===== config.mk =====
export PLATFORM = sky130hd
export DESIGN_NAME = post_error_annunciator
export DESIGN_NICKNAME = d
export VERILOG_FILES = /design/src/hdl/post_pkg.sv /design/src/hdl/post_error_annunciator.sv /design/src/hdl/tone_div.sv
export SDC_FILE = /design/constraint.sdc
export NUM_CORES = 1
export LEC_CHECK = 0
export BUFFER_PORTS_ARGS = -buffer_cell sky130_fd_sc_hd__buf_2
export CAP_MARGIN = 20
export CORE_MARGIN = 3
export CORE_UTILIZATION = 50
export CTS_CLUSTER_SIZE = 40
export DETAILED_ROUTE_END_ITERATION = 10
export GPL_TIMING_DRIVEN = 0
export PLACE_DENSITY = 0.66
export SYNTH_ARGS = -nofsm -noshare
export SYNTH_HDL_FRONTEND = slang
export SYNTH_HIERARCHICAL = 1
export SYNTH_SLANG_ARGS = --single-unit

===== constraint.sdc =====
create_clock -name i_sys_clk -period 1.9 [get_ports i_sys_clk]
set_input_delay 0.285 -clock i_sys_clk [delete_from_list [all_inputs] [get_ports i_sys_clk]]
set_output_delay 0.285 -clock i_sys_clk [all_outputs]
set_load 0.05 [all_outputs]

===== src/hdl/post_pkg.sv =====
// constants shared by the start-up annunciator and its tone divider
package post_pkg;
    // ---------------------------------------------------------------
    // clock and tone timing
    // ---------------------------------------------------------------
    localparam int CLK_HZ = 100_000_000;
    localparam int TONE_MID_HZ = 932;
    localparam int TONE_HIGH_HZ = 2000;
    localparam int TONE_LOW_HZ = 1500;
    localparam int HALF_W = 16;
    typedef logic [HALF_W-1:0] half_t;
    // half period in cycles, rounded down so the tone is never flat
    localparam half_t HALF_MID = half_t'(CLK_HZ / (2 * TONE_MID_HZ));
    localparam half_t HALF_HIGH = half_t'(CLK_HZ / (2 * TONE_HIGH_HZ));
    localparam half_t HALF_LOW = half_t'(CLK_HZ / (2 * TONE_LOW_HZ));

    // ---------------------------------------------------------------
    // pattern time base: everything is a whole number of quarter seconds
    // ---------------------------------------------------------------
    localparam int QTR_MS = 250;
    localparam int QTR_CYCLES_DEF = (CLK_HZ / 1000) * QTR_MS;
    localparam int PROMPT_MS = 500;
    localparam int UPDATE_HALF_MS = 500;
    localparam int BEEP_ON_MS = 1000;
    localparam int PAUSE_MS = 2500;
    localparam int POS_W = 6;
    typedef logic [POS_W-1:0] pos_t;
    localparam pos_t PROMPT_Q = pos_t'(PROMPT_MS / QTR_MS);
    localparam pos_t UPDATE_HALF_Q = pos_t'(UPDATE_HALF_MS / QTR_MS);
    localparam pos_t BEEP_ON_Q = pos_t'(BEEP_ON_MS / QTR_MS);
    localparam pos_t BEEP_PERIOD_Q = pos_t'(2 * (BEEP_ON_MS / QTR_MS));
    localparam pos_t PAUSE_Q = pos_t'(PAUSE_MS / QTR_MS);
    localparam pos_t VIDEO_BEEPS = 6'h02;
    localparam pos_t MEM_BEEPS = 6'h03;
    localparam pos_t THERM_BEEPS = 6'h08;
    localparam pos_t THERM_Q = pos_t'(8 * (BEEP_ON_MS / QTR_MS));
    localparam logic [1:0] VIDEO_PASSES = 2'h2;

    // ---------------------------------------------------------------
    // pattern states
    // ---------------------------------------------------------------
    typedef enum logic [2:0] {
        ST_IDLE = 3'h0,
        ST_PROMPT = 3'h1,
        ST_UPDATE = 3'h2,
        ST_VIDEO = 3'h3,
        ST_MEMORY = 3'h4,
        ST_THERMAL = 3'h5,
        ST_HALT = 3'h6
    } state_e;
endpackage


===== src/hdl/post_error_annunciator.sv =====
// start-up progress and error annunciator driving speaker and power led
`timescale 1ns/1ps
// Notes on behaviour
// - A reported recoverable error plays the tone pattern of its type on the speaker.
// - A reported recoverable error also blinks the power led with the pattern of its type.
// - Keyboard prompt ready gives one 0.5 s beep at 932 Hz and no led pattern.
// - While firmware update runs the speaker stays silent.
// - During update the led starts off, then alternates 0.5 s on and 0.5 s off until done.
// - A video error is only taken when no display option rom was found.
// - Video error sounds two 932 Hz beeps of 1 s on 1 s off plus 2.5 s pause, twice, then stops.
// - Video error blinks the led twice 1 s on 1 s off then 2.5 s off, forever.
// - Memory error sounds three 932 Hz beeps 1 s on 1 s off plus 2.5 s pause, forever.
// - Memory error blinks the led three times 1 s on 1 s off then 2.5 s off, forever.
// - Thermal trip sounds eight 1 s tones alternating 2000 Hz high and 1500 Hz low.
// - After the eighth thermal tone ends a shutdown request is raised.
// - Each thermal tone blinks the led twice at 0.25 s phases, sixteen blinks in all.
module post_error_annunciator #(
    parameter int QTR_CYCLES = post_pkg::QTR_CYCLES_DEF
) (
    input wire logic i_sys_clk,
    input wire logic i_rst_b,
    input wire logic i_kbd_ready,
    input wire logic i_update_active,
    input wire logic i_video_err,
    input wire logic i_video_rom_found,
    input wire logic i_mem_err,
    input wire logic i_thermal_trip,
    output logic o_speaker,
    output logic o_led,
    output logic o_shutdown_req,
    output logic o_active
);
    import post_pkg::*;

    // ---------------------------------------------------------------
    // helpers
    // ---------------------------------------------------------------
    // beep on phase within a beeps-then-pause cycle
    function automatic logic beep_on(input pos_t pos, input pos_t beeps);
        pos_t span;
        span = pos_t'(beeps * BEEP_PERIOD_Q);
        beep_on = (pos < span) && ((pos % BEEP_PERIOD_Q) < BEEP_ON_Q);
    endfunction

    // length in quarters of one beeps-then-pause cycle
    function automatic pos_t cycle_len(input pos_t beeps);
        cycle_len = pos_t'(beeps * BEEP_PERIOD_Q + PAUSE_Q);
    endfunction

    // ---------------------------------------------------------------
    // reset release
    // ---------------------------------------------------------------
    logic rst_meta_r;
    logic rst_sync_r;

    // assert at once, release after two clean edges
    always_ff @(posedge i_sys_clk or negedge i_rst_b) begin
        if (!i_rst_b) begin
            rst_meta_r <= 1'b0;
            rst_sync_r <= 1'b0;
        end else begin
            rst_meta_r <= 1'b1;
            rst_sync_r <= rst_meta_r;
        end
    end

    // ---------------------------------------------------------------
    // declarations
    // ---------------------------------------------------------------
    localparam int QTR_W = $clog2(QTR_CYCLES + 1);
    typedef logic [QTR_W-1:0] qtr_t;
    localparam qtr_t QTR_LAST = qtr_t'(QTR_CYCLES - 1);

    state_e state_r;
    state_e state_nxt;
    logic restart;
    qtr_t qdiv_r;
    logic qtick;
    pos_t pos_r;
    pos_t pos_len;
    logic [1:0] pass_r;
    logic tone_en;
    half_t tone_half;
    logic led_nxt;
    logic led_r;
    logic shutdown_r;

    // ---------------------------------------------------------------
    // quarter second time base
    // ---------------------------------------------------------------
    // restarted with each pattern so the first phase is full length
    always_ff @(posedge i_sys_clk or negedge rst_sync_r) begin
        if (!rst_sync_r) begin
            qdiv_r <= '0;
        end else if (restart || qtick) begin
            qdiv_r <= '0;
        end else begin
            qdiv_r <= qdiv_r + qtr_t'(1);
        end
    end

    assign qtick = (qdiv_r == QTR_LAST);

    // ---------------------------------------------------------------
    // pattern selection
    // ---------------------------------------------------------------
    // only thermal cuts in; other requests wait for idle and are lost
    // if they arrive while a pattern runs, since they are pulses; a still-held update is taken once idle is reached
    always_comb begin
        state_nxt = state_r;
        if (i_thermal_trip && state_r != ST_HALT) begin
            state_nxt = ST_THERMAL;
        end else begin
            unique case (state_r)
                ST_IDLE: begin
                    if (i_update_active) begin
                        state_nxt = ST_UPDATE;
                    end else if (i_mem_err) begin
                        state_nxt = ST_MEMORY;
                    end else if (i_video_err && !i_video_rom_found) begin
                        state_nxt = ST_VIDEO;
                    end else if (i_kbd_ready) begin
                        state_nxt = ST_PROMPT;
                    end
                end
                ST_PROMPT: begin
                    if (qtick && pos_r == PROMPT_Q - pos_t'(1)) begin
                        state_nxt = ST_IDLE;
                    end
                end
                ST_UPDATE: begin
                    if (!i_update_active) begin
                        state_nxt = ST_IDLE;
                    end
                end
                ST_VIDEO: state_nxt = ST_VIDEO;
                ST_MEMORY: state_nxt = ST_MEMORY;
                ST_THERMAL: begin
                    if (qtick && pos_r == THERM_Q - pos_t'(1)) begin
                        state_nxt = ST_HALT;
                    end
                end
                ST_HALT: state_nxt = ST_HALT;
                default: state_nxt = ST_IDLE;
            endcase
        end
    end

    // a fresh thermal trip restarts its own sequence too
    assign restart = (state_nxt != state_r) || (state_nxt == ST_THERMAL && i_thermal_trip);

    always_ff @(posedge i_sys_clk or negedge rst_sync_r) begin
        if (!rst_sync_r) begin
            state_r <= ST_IDLE;
        end else begin
            state_r <= state_nxt;
        end
    end

    // ---------------------------------------------------------------
    // position within the repeating cycle
    // ---------------------------------------------------------------
    always_comb begin
        unique case (state_r)
            ST_UPDATE: pos_len = pos_t'(2 * UPDATE_HALF_Q);
            ST_VIDEO: pos_len = cycle_len(VIDEO_BEEPS);
            ST_MEMORY: pos_len = cycle_len(MEM_BEEPS);
            default: pos_len = THERM_Q;
        endcase
    end

    always_ff @(posedge i_sys_clk or negedge rst_sync_r) begin
        if (!rst_sync_r) begin
            pos_r <= '0;
        end else if (restart) begin
            pos_r <= '0;
        end else if (qtick) begin
            if (pos_r == pos_len - pos_t'(1)) begin
                pos_r <= '0;
            end else begin
                pos_r <= pos_r + pos_t'(1);
            end
        end
    end

    // count sounded video passes, saturating so the speaker stays silent after the last
    always_ff @(posedge i_sys_clk or negedge rst_sync_r) begin
        if (!rst_sync_r) begin
            pass_r <= '0;
        end else if (restart) begin
            pass_r <= '0;
        end else if (state_r == ST_VIDEO && qtick && pos_r == pos_len - pos_t'(1)
                     && pass_r != VIDEO_PASSES) begin
            pass_r <= pass_r + 2'h1;
        end
    end

    // ---------------------------------------------------------------
    // speaker and led patterns
    // ---------------------------------------------------------------
    always_comb begin
        tone_en = 1'b0;
        tone_half = HALF_MID;
        led_nxt = 1'b0;
        unique case (state_r)
            ST_PROMPT: tone_en = 1'b1;
            ST_UPDATE: begin
                tone_en = 1'b0;
                led_nxt = (pos_r >= UPDATE_HALF_Q);
            end
            ST_VIDEO: begin
                tone_en = (pass_r != VIDEO_PASSES) && beep_on(pos_r, VIDEO_BEEPS);
                led_nxt = beep_on(pos_r, VIDEO_BEEPS);
            end
            ST_MEMORY: begin
                tone_en = beep_on(pos_r, MEM_BEEPS);
                led_nxt = beep_on(pos_r, MEM_BEEPS);
            end
            ST_THERMAL: begin
                tone_en = 1'b1;
                tone_half = pos_r[2] ? HALF_LOW : HALF_HIGH;
                led_nxt = ~pos_r[0];
            end
            default: begin
                tone_en = 1'b0;
            end
        endcase
        if (restart) begin
            tone_en = 1'b0; // pattern boundary, one silent cycle
            led_nxt = 1'b0;
        end
    end

    // led and shutdown come from flops
    always_ff @(posedge i_sys_clk or negedge rst_sync_r) begin
        if (!rst_sync_r) begin
            led_r <= 1'b0;
            shutdown_r <= 1'b0;
        end else begin
            led_r <= led_nxt;
            shutdown_r <= (state_nxt == ST_HALT);
        end
    end

    tone_div u_tone (
        .i_sys_clk(i_sys_clk),
        .i_rst_b(rst_sync_r),
        .i_en(tone_en),
        .i_half(tone_half),
        .o_wave(o_speaker)
    );

    assign o_led = led_r;
    assign o_shutdown_req = shutdown_r;
    assign o_active = (state_r != ST_IDLE);
endmodule


===== src/hdl/tone_div.sv =====
// square wave tone generator dividing the system clock
`timescale 1ns/1ps
module tone_div (
    input wire logic i_sys_clk,
    input wire logic i_rst_b,
    input wire logic i_en,
    input wire post_pkg::half_t i_half,
    output logic o_wave
);
    import post_pkg::*;

    half_t cnt_r;
    logic wave_r;

    // ---------------------------------------------------------------
    // half period counter
    // ---------------------------------------------------------------
    // >= rather than == so a lower half period mid-tone cannot overrun
    always_ff @(posedge i_sys_clk or negedge i_rst_b) begin
        if (!i_rst_b) begin
            cnt_r <= '0;
            wave_r <= 1'b0;
        end else if (!i_en) begin
            cnt_r <= '0;
            wave_r <= 1'b0; // silent line rests low
        end else if (cnt_r >= i_half - half_t'(1)) begin
            cnt_r <= '0;
            wave_r <= ~wave_r;
        end else begin
            cnt_r <= cnt_r + half_t'(1);
        end
    end

    assign o_wave = wave_r;
endmodule


# After elaboration in Yosys (flattened, before gate mapping)
# Cells that the tools add are included.
# word_totals
in_bits,8
latchBits,0
output_inout_bits,4
wordCells,84
mem_bits_rw,0
mem_count,0
romBits,0
reg_bits,57
# classes
shift,0
reduce_logical,19
muxes,26
div,0
order_cmp,5
multipliers,0
addsub,6
bitwise_logic,2
n_eq_ne,16
# ops
operator,n
2-to-1 mux 16 bit,4
"adder 25 x 1 -> 25 bit, second input constant",1
"== test 25 bit, second input constant",1
2-to-1 mux 25 bit,1
2-to-1 mux 3 bit,8
one-hot mux 3 bit (7 select lines),1
2-to-1 mux 6 bit,3
one-hot mux 6 bit (3 select lines),1
"adder 16 x 1 -> 16 bit, second input constant",1
greater-or-equal comparator 16 bit,1
"subtractor 16 x 1 -> 16 bit, second input constant",1
"== test 3 bit, second input constant",5
"< comparator 6 x 5 -> 1 bit, second input constant",2
logical AND 1 bit,11
"adder 6 x 1 -> 6 bit, second input constant",1
"== test 3 x 2 -> 1 bit, second input constant",2
"== test 6 x 1 -> 1 bit, second input constant",1
"== test 6 x 5 -> 1 bit, second input constant",1
== test 6 bit,1
"greater-or-equal comparator 6 x 2 -> 1 bit, second input constant",1
"subtractor 6 x 1 -> 6 bit, second input constant",1
2-to-1 mux 1 bit,4
2-to-1 mux 2 bit,2
"inequality test 2 bit, second input constant",2
other kinds (14),17

# Depth between registers and ports, before layout
# Gate-level depths: netlist of the first run.
# depth
ltp_word,12
ltp_mapped,18
ltp_nobuf,15

# Modules after synthesis
# The synthesis of the first run kept the hierarchy.
# by_module_without_submodules
mod,n_inst,cells_per_inst,area_each_um2,seq_area_each_um2
post_error_annunciator,1,281,2577.5,1001.0
tone_div,1,155,1353.8,425.4

# Least setup slack after synthesis of the first run
# No wires, ideal clock.
# synth_path
kind,reg2reg
start,register state_r[1]
end,register u_tone.wave_r (netlist: u_tone/o_wave)
setup_time_ps,125
setup_slack_ps,-1930
n_path_buf,2
period_less_slack_ps,3830
path_stages_with_launch,18
required_time_ps,1775
arrival_ps,3705
cell_sequence,dfrtp_1 > buf_2 > buf_6 > inv_2 > nand3_1 > nor2_1 > inv_1 > nor3_1 > and3_1 > nand2_1 > nor3_1 > xnor2_1 > ha_1 > a21oi_1 > nor2_1 > a2111oi_0 > nand4_2 > mux2_2
# synth_between
elab_cells_between_ends,30
cone_classes,1 x add/sub; 1 x order compare; 10 x eq/ne; 13 x mux; 5 x reduce/logical
# synth_rtl
item,line,text
"start, declared",post_error_annunciator.sv:74,state_e state_r;
"start signal, assigned",post_error_annunciator.sv:156,state_r <= state_nxt;
== test 3 bit,post_error_annunciator.sv:205,unique case (state_r)
2-to-1 mux 16 bit,post_error_annunciator.sv:205,
net tone_half[12],post_error_annunciator.sv:83,half_t tone_half;
subtractor 16 x 1 -> 16 bit,tone_div.sv:26,end else if (cnt_r >= i_half - half_t'(1)) begin
greater-or-equal comparator 16 bit,tone_div.sv:26,
inequality test 2 bit (no line),--,
"end signal, assigned",tone_div.sv:28,wave_r <= ~wave_r;
"end, declared",tone_div.sv:13,logic wave_r;
# The timed path passes the listed nets, and every way through them passes these cells.
# A chain may end at the register's enable or synchronous reset.

# Worst setup path after layout of the first run
# Ends and elaborated chain as after synthesis.

==> results of run 1 <==
==> sequential cells by signal, indices dropped and copies added (netlist names) <==
name            count
u_tone/o_wave       1
u_tone/cnt_r       16
qdiv_r             25
o_led               1
rst_sync_r          1
pass_r              2
o_shutdown_req      1
state_r             3
rst_meta_r          1
pos_r               6
==> final timing paths <==
check | slack (ns) | cells after the start | to | start
worst max register to register | -1.56 | 17 | u_tone/o_wave$_DFFE_PN0P_ | state_r[1]$_DFF_PN0_
min in group i_sys_clk | 0.31 | 3 | state_r[2]$_DFF_PN0_ | i_mem_err
worst max-delay path | -1.56 | 17 | u_tone/o_wave$_DFFE_PN0P_ | state_r[1]$_DFF_PN0_
worst min-delay path | 0.18 | 0 | qdiv_r[23]$_DFF_PN0_ | rst_sync_r$_DFF_PN0_
worst min register to register | 0.18 | 0 | qdiv_r[23]$_DFF_PN0_ | rst_sync_r$_DFF_PN0_
max in group asynchronous | 1.18 | 1 | state_r[1]$_DFF_PN0_ | rst_sync_r$_DFF_PN0_
==> layer usage <==
metal	global-route usage [%]	share of wire, %
met2	37.3	49
met1	28.7	45
met3	3.67	3.3
met5	0	0
met4	10.7	2.0
==> worst register-to-register path: stages (launching register included) <==
cell and delay (ns):
dfrtp_1 0.42, buf_8 0.15, inv_6 0.05, nand3_4 0.08
inv_4 0.06, and2_4 0.16, clkinvlp_4 0.14, buf_4 0.17
nor4_4 0.23, nand4_1 0.23, nor4_2 0.21, xnor2_1 0.11
ha_1 0.31, nand4_1 0.16, nor3_4 0.21, o311ai_2 0.16
nand4_2 0.20, mux2_4 0.31
==> where the power goes <==
part / internal (mW) / switching [mW]
Combinational: 0.104 / 0.139
Clock: 0.979 / 0.537
Sequential: 1.23 / 0.0296
==> placed cells by master (no fill, tap or decap), types with 12 or more instances in the layout <==
cell type and count:
buf_6 17, dfrtp_1 54, ha_1 22, nor2_1 39, a21oi_1 13, nand3_1 20, nand2_1 31, conb_1 13
xor2_1 35, clkbuf_8 12, xnor2_1 22, inv_1 16, buf_4 29, nor2_2 20
==> cell type report <==
cell class              instances  area share, %
clock buffers                  12           3.17
repair buffers                 54           8.86
inverters                      20           1.66
well taps                      99           2.38
clock inverters                 4           1.87
multi-input cells             355           52.5
flip-flops and latches         57           27.4
plain buffers                  13           2.14
==> kinds of logic (layout without fill, tap and decap cells) <==
| logic type | Yosys count | in the layout |
|---|---|---|
| buf+inv | 35 | 103 |
| other cells | 2 | 13 |
| compound gates | 44 | 44 |
| fa+ha+maj | 24 | 24 |
| simple gates | 210 | 210 |
| flops | 57 | 57 |
| mux | 4 | 4 |
| xor+xnor | 60 | 60 |
==> timing repair <==
item	CTS	global route
pin swaps	34	14
setup endpoints to repair	52	54
cloned	2	0
resized for setup	59	33
hold buffers	1	0
endpoints found under the hold margin	2	0
buffers inserted	27	12
==> run_results.csv, run 1 <==
group,metric,value,unit
placement,io_buffers,11,
finish,layout.nets,542,
global_route,grt_pass1_vias,3340,
sta,period_share,182,%
sta,max_freq,289,MHz
die,dieArea,8960,sq um
yosys,synth_top_family_by_area,"simple AND/OR/NAND/NOR gates",
yosys,yosys.area_share.adder,7.64,%
die,core,7450,sq um
finish,instances_no_fill,614,
cts,clock-sinks,57,
cts,cts_tree,"yes",
die,rows,31,
sta,fin_hold_ws,0.182,ns
setup_path,criticalPathCategory,"reg2reg",
placement,post-place-ws,-2.00,ns
sta,fin_crit,3.46,ns
routing,drtIter0Drc,173,
setup_path,setup.worst_path.end_class,"flip-flop",
cts,cts_buffers,9,
setup_path,cp-start-kind,"flip-flop",
yosys,avgSynthCellArea,9.02,sq um
cts,htreeDepth,3,
pwr,irDropWorstVdd,0.443,mV
yosys,seq_area_frac_synth,36.3,%
sta,relSlewSlack,51.7,%
pwr,p_leak,2.28,nW
yosys,synth_cells,436,
finish,drive_gt1_share,31.8,%
finish,regArea,1430,sq um
global_route,grtUsageTotal,22.6,%
setup_path,worst-path-max-fanout,4,
die,start_util,52.8,%
finish,fin_area,5210,sq um
routing,ant_nets,0,
yosys,synth_edf_count,0,
yosys,ys_top_cells_by_area,"dfrtp_1, xor2_1, ha_1, nor2_1, xnor2_1",
finish,area_delta_synth_final,32.5,%
yosys,synth_compound_area_share,7.99,%
routing,first_pass_iters,4,
routing,routed_wl,9700,um
yosys,synth_largest_area_cell,"dfrtp_1",
yosys,synth_xor_area_share,13.4,%
finish,multiInputGateArea,2730,sq um
setup_path,slowest_delay,0.42,ns
routing,via_per_inst,5.58,
outcome,status,"finished with violations",
pwr,p_per_area,580,nW/um^2
yosys,yosys.cell_types.count,65,
setup_path,worstPathArrival,3.69,ns
sta,setup_tns,-40.06,ns
run,drv_cap,0,
yosys,synth-simple-area-share,29.0,%
routing,via_count,3426,
cts,clock_path_buffers,2,
pwr,finalPower,3.02,mW
die,fp.dieH,94.7,um
global_route,antenna_found_initial,0,
yosys,synthMuxAreaShare,1.05,%
finish,postLayoutCoreUtil,70.0,%
yosys,synth_commonest_cells,"nor2_1, dfrtp_1, xor2_1, nand2_1",
setup_path,critPathTopFamily,"simple AND/OR/NAND/NOR gates",
global_route,grt_pass1_wl,15800,um
cts,cts.clk_slew.worst_paths,0.07,ns
setup_path,crit_buf_inv,5,
placement,placedCellCount,558,
yosys,yosysMostFrequentCell,"nor2_1",
setup_path,critPathSlowestCell,"dfrtp_1",
cts,clock-root-buffer,"clkbuf_8",
placement,dpl-instance-area,4290,sq um
global_route,grt-ovfl-total,0,
worst_hold_path,hold_path_class,"reg2async",
yosys,synthFlopType,"dfrtp_1",
setup_path,crit_required,2.13,ns
sta,layout_setup_ws,-1.56,ns
sta,tightestPinTransition,0.714,ns
global_route,grt_max_degree,41,
yosys,synth_top_cell_area_share,36.3,%
outcome,violations,"negative setup slack",
sta,fin_skew,0.00792,ns
placement,dp_hpwl,5930,um
yosys,syn-cell-area,3930,sq um
yosys,async_flop_share,100,%
die,die_w,94.7,um
placement,gp_congestion,0.838,
routing,routedWlPerCell,15.8,um
sta,rsz0062_at_grt,"true",
yosys,yosys_warnings,6,
setup_path,path_cells,"buf_8 > inv_6 > nand3_4 > inv_4 > and2_4 > clkinvlp_4 > buf_4 > nor4_4 > nand4_1 > nor4_2 > xnor2_1 > ha_1 > nand4_1 > nor3_4 > o311ai_2 > nand4_2 > mux2_4",
yosys,ys_ff_latch,57,
setup_path,cp_common_cell,"nand4_1",
die,ioPinCount,12,
sta,setup_viol,53,
finish,num-fill-cells,582,
sta,drv_slew,0,
sta,hold_viol,0,
cts,clock_latency,0.34,ns
routing,drc,0,
finish,antenna_cells,0,
(Power assumes the default switching activity.)
==> inputs of run 2 (changes only) <==
clock period = 3.7 ns   (was 1.9 ns; I/O delays follow)
==> run 2 against run 1 <==
The run now ends clean. Clock skew rose by 0.0019 ns. Largest power group unchanged. Via count decreased by 6.9%. Flip-flop and latch count unchanged. Core utilization is 7.7 points lower. Critical path depth decreased by 2. Wire length shrank 13%. Cell count fell by 3.6%. Sequential share of layout area increased by 3.4 points. Register-to-register slack improved by 1.7 ns. First-iteration DRC count fell by 13%. Clock power decreased by 56%. Global-route usage decreased by 2.7 points.
==> run_results.csv, run 2 (synthesized netlist as in run 1, its figures left out) <==
group,metric,value,unit
outcome,status,"completed",
setup_path,cp-start-kind,"flip-flop",
setup_path,criticalPathCategory,"reg2reg",
die,start_util,52.8,%
cts,clock-sinks,57,
global_route,grt-ovfl-total,0,
sta,fin_hold_ws,0.177,ns
setup_path,crit_required,3.92,ns
pwr,swShare,23.2,%
finish,num-fill-cells,662,
pwr,p_per_area,304,nW/um^2
routing,drc,0,
finish,layout.nets,520,
sta,setup_tns,0,ns
cts,cts_tree,"yes",
placement,dp_hpwl,5850,um
sta,drv_slew,0,
placement,gp_congestion,0.819,
placement,placedCellCount,558,
die,dieArea,8960,sq um
routing,via_count,3188,
pwr,p_leak,2.06,nW
finish,multiInputGateArea,2450,sq um
sta,max_freq,278,MHz
routing,first_pass_iters,4,
die,core,7450,sq um
global_route,grt_max_degree,42,
pwr,finalPower,1.41,mW
setup_path,worstPathArrival,3.82,ns
setup_path,rrSetupSlack,0.1,ns
global_route,grtUsageTotal,19.9,%
setup_path,setup.worst_path.end_class,"flip-flop",
global_route,grt_pass1_wl,14100,um
pwr,combPwrFrac,6.7,%
routing,ant_nets,0,
routing,via_per_inst,5.39,
placement,io_buffers,11,
finish,final_common_cell,"nor2_1",
pwr,share_seq_of_total_power,45.9,%
pwr,irDropWorstVdd,0.205,mV
routing,routedWlPerCell,14.2,um
pwr,clockPowerShare,47.3,%
cts,clock_latency,0.34,ns
placement,dpl-instance-area,4190,sq um
die,die_w,94.7,um
cts,cts.clk_slew.worst_paths,0.07,ns
finish,final_cell_mix,"nor2_1, dfrtp_1, xor2_1, nand2_1, xnor2_1",
cts,htreeDepth,3,
die,ioPinCount,12,
setup_path,worst-path-max-fanout,7,
worst_hold_path,hold_path_class,"reg2async",
finish,area_delta_synth_final,17.9,%
sta,relSlewSlack,52.5,%
pwr,p_int,1.08,mW
pwr,power.switching,327,uW
finish,top_regs,"qdiv_r (25), u_tone/cnt_r (16), pos_r (6)",
sta,fin_crit,3.60,ns
cts,clock_path_buffers,2,
sta,hold_viol,0,
sta,period_share,97.4,%
run,drv_cap,0,
die,fp.dieH,94.7,um
die,rows,31,
global_route,antenna_found_initial,0,
finish,fin_area,4640,sq um
finish,regArea,1430,sq um
finish,drive_gt1_share,18.3,%
routing,drtIter0Drc,151,
finish,antenna_cells,0,
cts,cts_buffers,9,
sta,fin_skew,0.00983,ns
finish,instances_no_fill,592,
sta,setup_viol,0,
setup_path,reg2regPathDepth,15,
finish,largest_register,"qdiv_r",
global_route,grt_pass1_vias,3058,
cts,clock-root-buffer,"clkbuf_8",
finish,largest_reg_flops,25,
routing,routed_wl,8390,um
sta,tightestPinTransition,0.703,ns
-- run 2: layer usage --
| layer | share of wire [%] | up-vias | track usage, % | wire [um] |
|---|---|---|---|---|
| met5 | 0 | - | 0 | 0 |
| met4 | 0.95 | 0 | 6.73 | 80 |
| met3 | 3.0 | 9 | 4.06 | 254 |
| met2 | 47 | 55 | 31.5 | 3980 |
| met1 | 49 | 1509 | 27.1 | 4070 |
| li1 | - | 1615 | - | - |
-- run 2: power groups by stage --
stage | clock, mW | sequential [mW] | combinational, mW
finish | 0.667 | 0.648 | 0.0947
global route | 0.713 | 0.649 | 0.107
CTS | 0.685 | 0.648 | 0.0929
detailed placement | 0 | 0.659 | 0.0903
global placement | 0 | 0.667 | 0.0776
floorplan | 0 | 0.672 | 0.0487
-- run 2: timing repair --
item / CTS / global route
setup buffers: 3 / 17
setup endpoints to repair: 17 / 17
gates resized for setup: 9 / 11
cloned: 0 / 0
pin swaps: 3 / 10
hold buffers: 1 / 0
endpoints found under the hold margin: 2 / 0
-- run 2: worst paths after layout --
path | start | endpoint
min | rst_sync_r$_DFF_PN0_ | u_tone/cnt_r[9]$_DFF_PN0_
min in group i_sys_clk | rst_meta_r$_DFF_PN0_ | rst_sync_r$_DFF_PN0_
min reg2reg | rst_sync_r$_DFF_PN0_ | u_tone/cnt_r[9]$_DFF_PN0_
max | state_r[1]$_DFF_PN0_ | u_tone/o_wave$_DFFE_PN0P_
max reg2reg | state_r[1]$_DFF_PN0_ | u_tone/o_wave$_DFFE_PN0P_
max in group asynchronous | rst_sync_r$_DFF_PN0_ | state_r[1]$_DFF_PN0_
-- run 2: critical path, stage by stage (launching register included) --
cell and delay [ns]:
dfrtp_2 0.46, inv_4 0.10, nand3_4 0.13, inv_4 0.10, and2_4 0.17, clkinvlp_4 0.15, buf_4 0.16, or4_1 0.51
nor2_1 0.13, xnor2_1 0.10, ha_1 0.35, nand4_1 0.17, nor3_2 0.31, o311ai_2 0.18, nand4_2 0.18, mux2_4 0.31
-- run 2: metrics by stage --
stage / setup slack [ns] / utilization (%)
final: 0.0964 / 62.2
after global routing: -0.100 / 62.2
after CTS: 0.0419 / 60.3
after detailed placement: -0.654 / 56.3
after global placement: -0.582 / 56.0
after floorplan: 0.0110 / -
-- run 2: final cells by class --
class	instances	share of cell area (%)
clock inverters	5	1.67
flip-flops and latches	57	30.8
multi-input cells	355	52.8
inverters	20	1.81
clock buffers	11	3.27
repair buffers	33	5.07
well taps	99	2.67
plain buffers	12	1.86
==> inputs of run 3 (changes only) <==
PLACE_DENSITY = 0.7   (was 0.66)
SYNTH_HIERARCHICAL = not set   (was 1)
==> run 3 against run 2 <==
Worst hold slack better by 0.094 ns. Non-clock buffer count is 20 lower. Critical path depth is 2 lower. Total power is 2.4% lower. Synthesized cell count is 14% lower. Final area is 17% lower. Via count is 16% lower. Clock skew is 0.0030 ns lower. Flip-flop and latch count stayed put. Die area is 12% lower.
==> run_results.csv, run 3 <==
group,metric,value,unit
sta,tightestPinTransition,0.800,ns
yosys,avgSynthCellArea,9.17,sq um
setup_path,worst-path-max-fanout,10,
cts,clock-root-buffer,"clkbuf_8",
sta,max_freq,296,MHz
routing,via_count,2692,
routing,routedWlPerCell,14.0,um
yosys,yosys.area_share.adder,7.26,%
yosys,ys_top_cells_by_area,"dfrtp_1, ha_1, xor2_1, nor2_1, xnor2_1",
placement,io_buffers,11,
yosys,syn-cell-area,3450,sq um
yosys,synth-simple-area-share,27.5,%
finish,top_regs,"qdiv_r (25), u_tone.cnt_r (16), pos_r (6)",
yosys,synthFlopType,"dfrtp_1",
global_route,grt_pass1_vias,2608,
sta,relSlewSlack,46.3,%
placement,post-place-ws,0.0480,ns
placement,placedCellCount,467,
routing,via_per_inst,5.59,
routing,drc,0,
worst_hold_path,hold_path_class,"reg2async",
finish,drive_gt1_share,12.1,%
cts,clock_latency,0.33,ns
cts,cts_tree,"yes",
finish,largest_register,"qdiv_r",
yosys,yosys.cell_types.count,58,
finish,postLayoutCoreUtil,59.1,%
pwr,p_leak,1.77,nW
yosys,async_flop_share,100,%
die,fp.dieH,89.0,um
sta,period_share,91.2,%
die,die_w,89.0,um
yosys,synth_top_cell_area_share,41.4,%
finish,num-fill-cells,574,
sta,drv_slew,0,
outcome,status,"completed",
cts,cts_buffers,9,
sta,hold_viol,0,
yosys,synth_cells,376,
yosys,synth_edf_count,0,
yosys,seq_area_frac_synth,41.4,%
sta,rsz0062_at_grt,"false",
global_route,grtUsageTotal,19.1,%
finish,final_cell_mix,"nor2_1, dfrtp_1, nand2_1, xor2_1, nand3_1",
finish,largest_reg_flops,25,
sta,setup_tns,0,ns
finish,final_common_cell,"nor2_1",
yosys,synthMuxAreaShare,0.290,%
yosys,synth_commonest_cells,"nor2_1, dfrtp_1, nand2_1, xor2_1, nand3_1",
sta,layout_setup_ws,0.325,ns
global_route,grt_max_degree,31,
setup_path,criticalPathCategory,"reg2reg",
yosys,synth_xor_area_share,11.4,%
placement,gp_congestion,0.839,
setup_path,setup.worst_path.end_class,"flip-flop",
sta,setup_viol,0,
pwr,p_per_area,357,nW/um^2
routing,first_pass_iters,7,
cts,clock-sinks,57,
sta,fin_crit,3.38,ns
setup_path,cp-start-kind,"flip-flop",
global_route,grt_pass1_wl,11800,um
sta,fin_skew,0.00683,ns
pwr,finalPower,1.38,mW
die,rows,29,
yosys,synth_top_family_by_area,"simple AND/OR/NAND/NOR gates",
global_route,antenna_found_initial,0,
die,core,6530,sq um
routing,routed_wl,6750,um
placement,dp_hpwl,4900,um
yosys,ys_ff_latch,57,
run,drv_cap,0,
yosys,synth_largest_area_cell,"dfrtp_1",
cts,cts.clk_slew.worst_paths,0.07,ns
die,start_util,52.8,%
die,dieArea,7930,sq um
yosys,yosys_warnings,0,
setup_path,worstPathArrival,3.64,ns
pwr,irDropWorstVdd,0.235,mV
cts,clock_path_buffers,2,
setup_path,crit_required,3.96,ns
routing,drtIter0Drc,122,
finish,instances_no_fill,482,
die,ioPinCount,12,
finish,layout.nets,428,
yosys,synth_compound_area_share,8.78,%
global_route,grt-ovfl-total,0,
finish,area_delta_synth_final,12.0,%
cts,htreeDepth,3,
routing,ant_nets,0,
yosys,yosysMostFrequentCell,"nor2_1",
finish,antenna_cells,0,
cts,postCtsSetupBuffers,0,
## run 3: layer usage
layer  track usage (%)  vias up  wire [um]
met2              30.9       44       3150
li1                  -     1354          -
met4              7.98        0        161
met3              5.53       17        228
met1              24.1     1277       3210
met5                 0        -          0
## run 3: kinds of logic after synthesis
| group | count (synthesis) |
|---|---|
| other cells | 1 |
| mux | 1 |
| compound gates | 41 |
| simple gates | 184 |
| fa+ha+maj | 20 |
| xor+xnor | 45 |
| flops | 57 |
| buf+inv | 27 |
## run 3: layout make-up
| type | count | area, sq um | share of cell area [%] |
|---|---|---|---|
| repair buffers | 14 | 88.8 | 2.30 |
| flip-flops and latches | 57 | 1430 | 37.0 |
| clock buffers | 11 | 151 | 3.92 |
| inverters | 14 | 52.6 | 1.36 |
| well taps | 77 | 96.3 | 2.50 |
| plain buffers | 11 | 53.8 | 1.39 |
| multi-input cells | 293 | 1910 | 49.5 |
| clock inverters | 5 | 77.6 | 2.01 |
## run 3: what timing repair did
item	CTS	global route
resized for setup	0	2
setup endpoints to repair	0	16
hold buffers	1	0
endpoints found under the hold margin	2	0
## run 3: report_power, final
part / switching [mW] / total [mW] / leakage [nW] / internal, mW
Combinational: 0.0419 / 0.0673 / 0.879 / 0.0254
Clock: 0.251 / 0.665 / 0.115 / 0.413
Sequential: 0.0133 / 0.645 / 0.773 / 0.631
Total: 0.306 / 1.38 / 1.77 / 1.07
## run 3: final timing paths
path	start	endpoint	slack [ns]	cells past startpoint
max	state_r[1]$_DFF_PN0_	u_tone.cnt_r[11]$_DFF_PN0_	0.32	13
min	rst_sync_r$_DFF_PN0_	u_tone.cnt_r[0]$_DFF_PN0_	0.27	0
max reg2reg	state_r[1]$_DFF_PN0_	u_tone.cnt_r[11]$_DFF_PN0_	0.32	13
min reg2reg	rst_sync_r$_DFF_PN0_	u_tone.cnt_r[0]$_DFF_PN0_	0.27	0
max in group asynchronous	rst_sync_r$_DFF_PN0_	qdiv_r[0]$_DFF_PN0_	2.86	1
min in group i_sys_clk	rst_meta_r$_DFF_PN0_	rst_sync_r$_DFF_PN0_	0.35	0
## run 3: critical path: stages (launching register included)
cell and delay (ns):
dfrtp_1 0.45, clkbuf_1 0.25, nor2b_1 0.19, nand2_1 0.14, or2_2 0.30, ha_1 0.30
ha_1 0.17, a2111oi_0 0.24, o21ai_0 0.18, o2111ai_1 0.14, a32o_1 0.27, o2111ai_2 0.26
buf_2 0.28, nor2_1 0.12
## run 3: through the flow
step	cell area, sq um	hold WS (ns)
global route	3860	0.332
detailed placement	3630	0.295
floorplan	3450	0.259
CTS	3870	0.310
global placement	3600	0.335
finish	3860	0.271
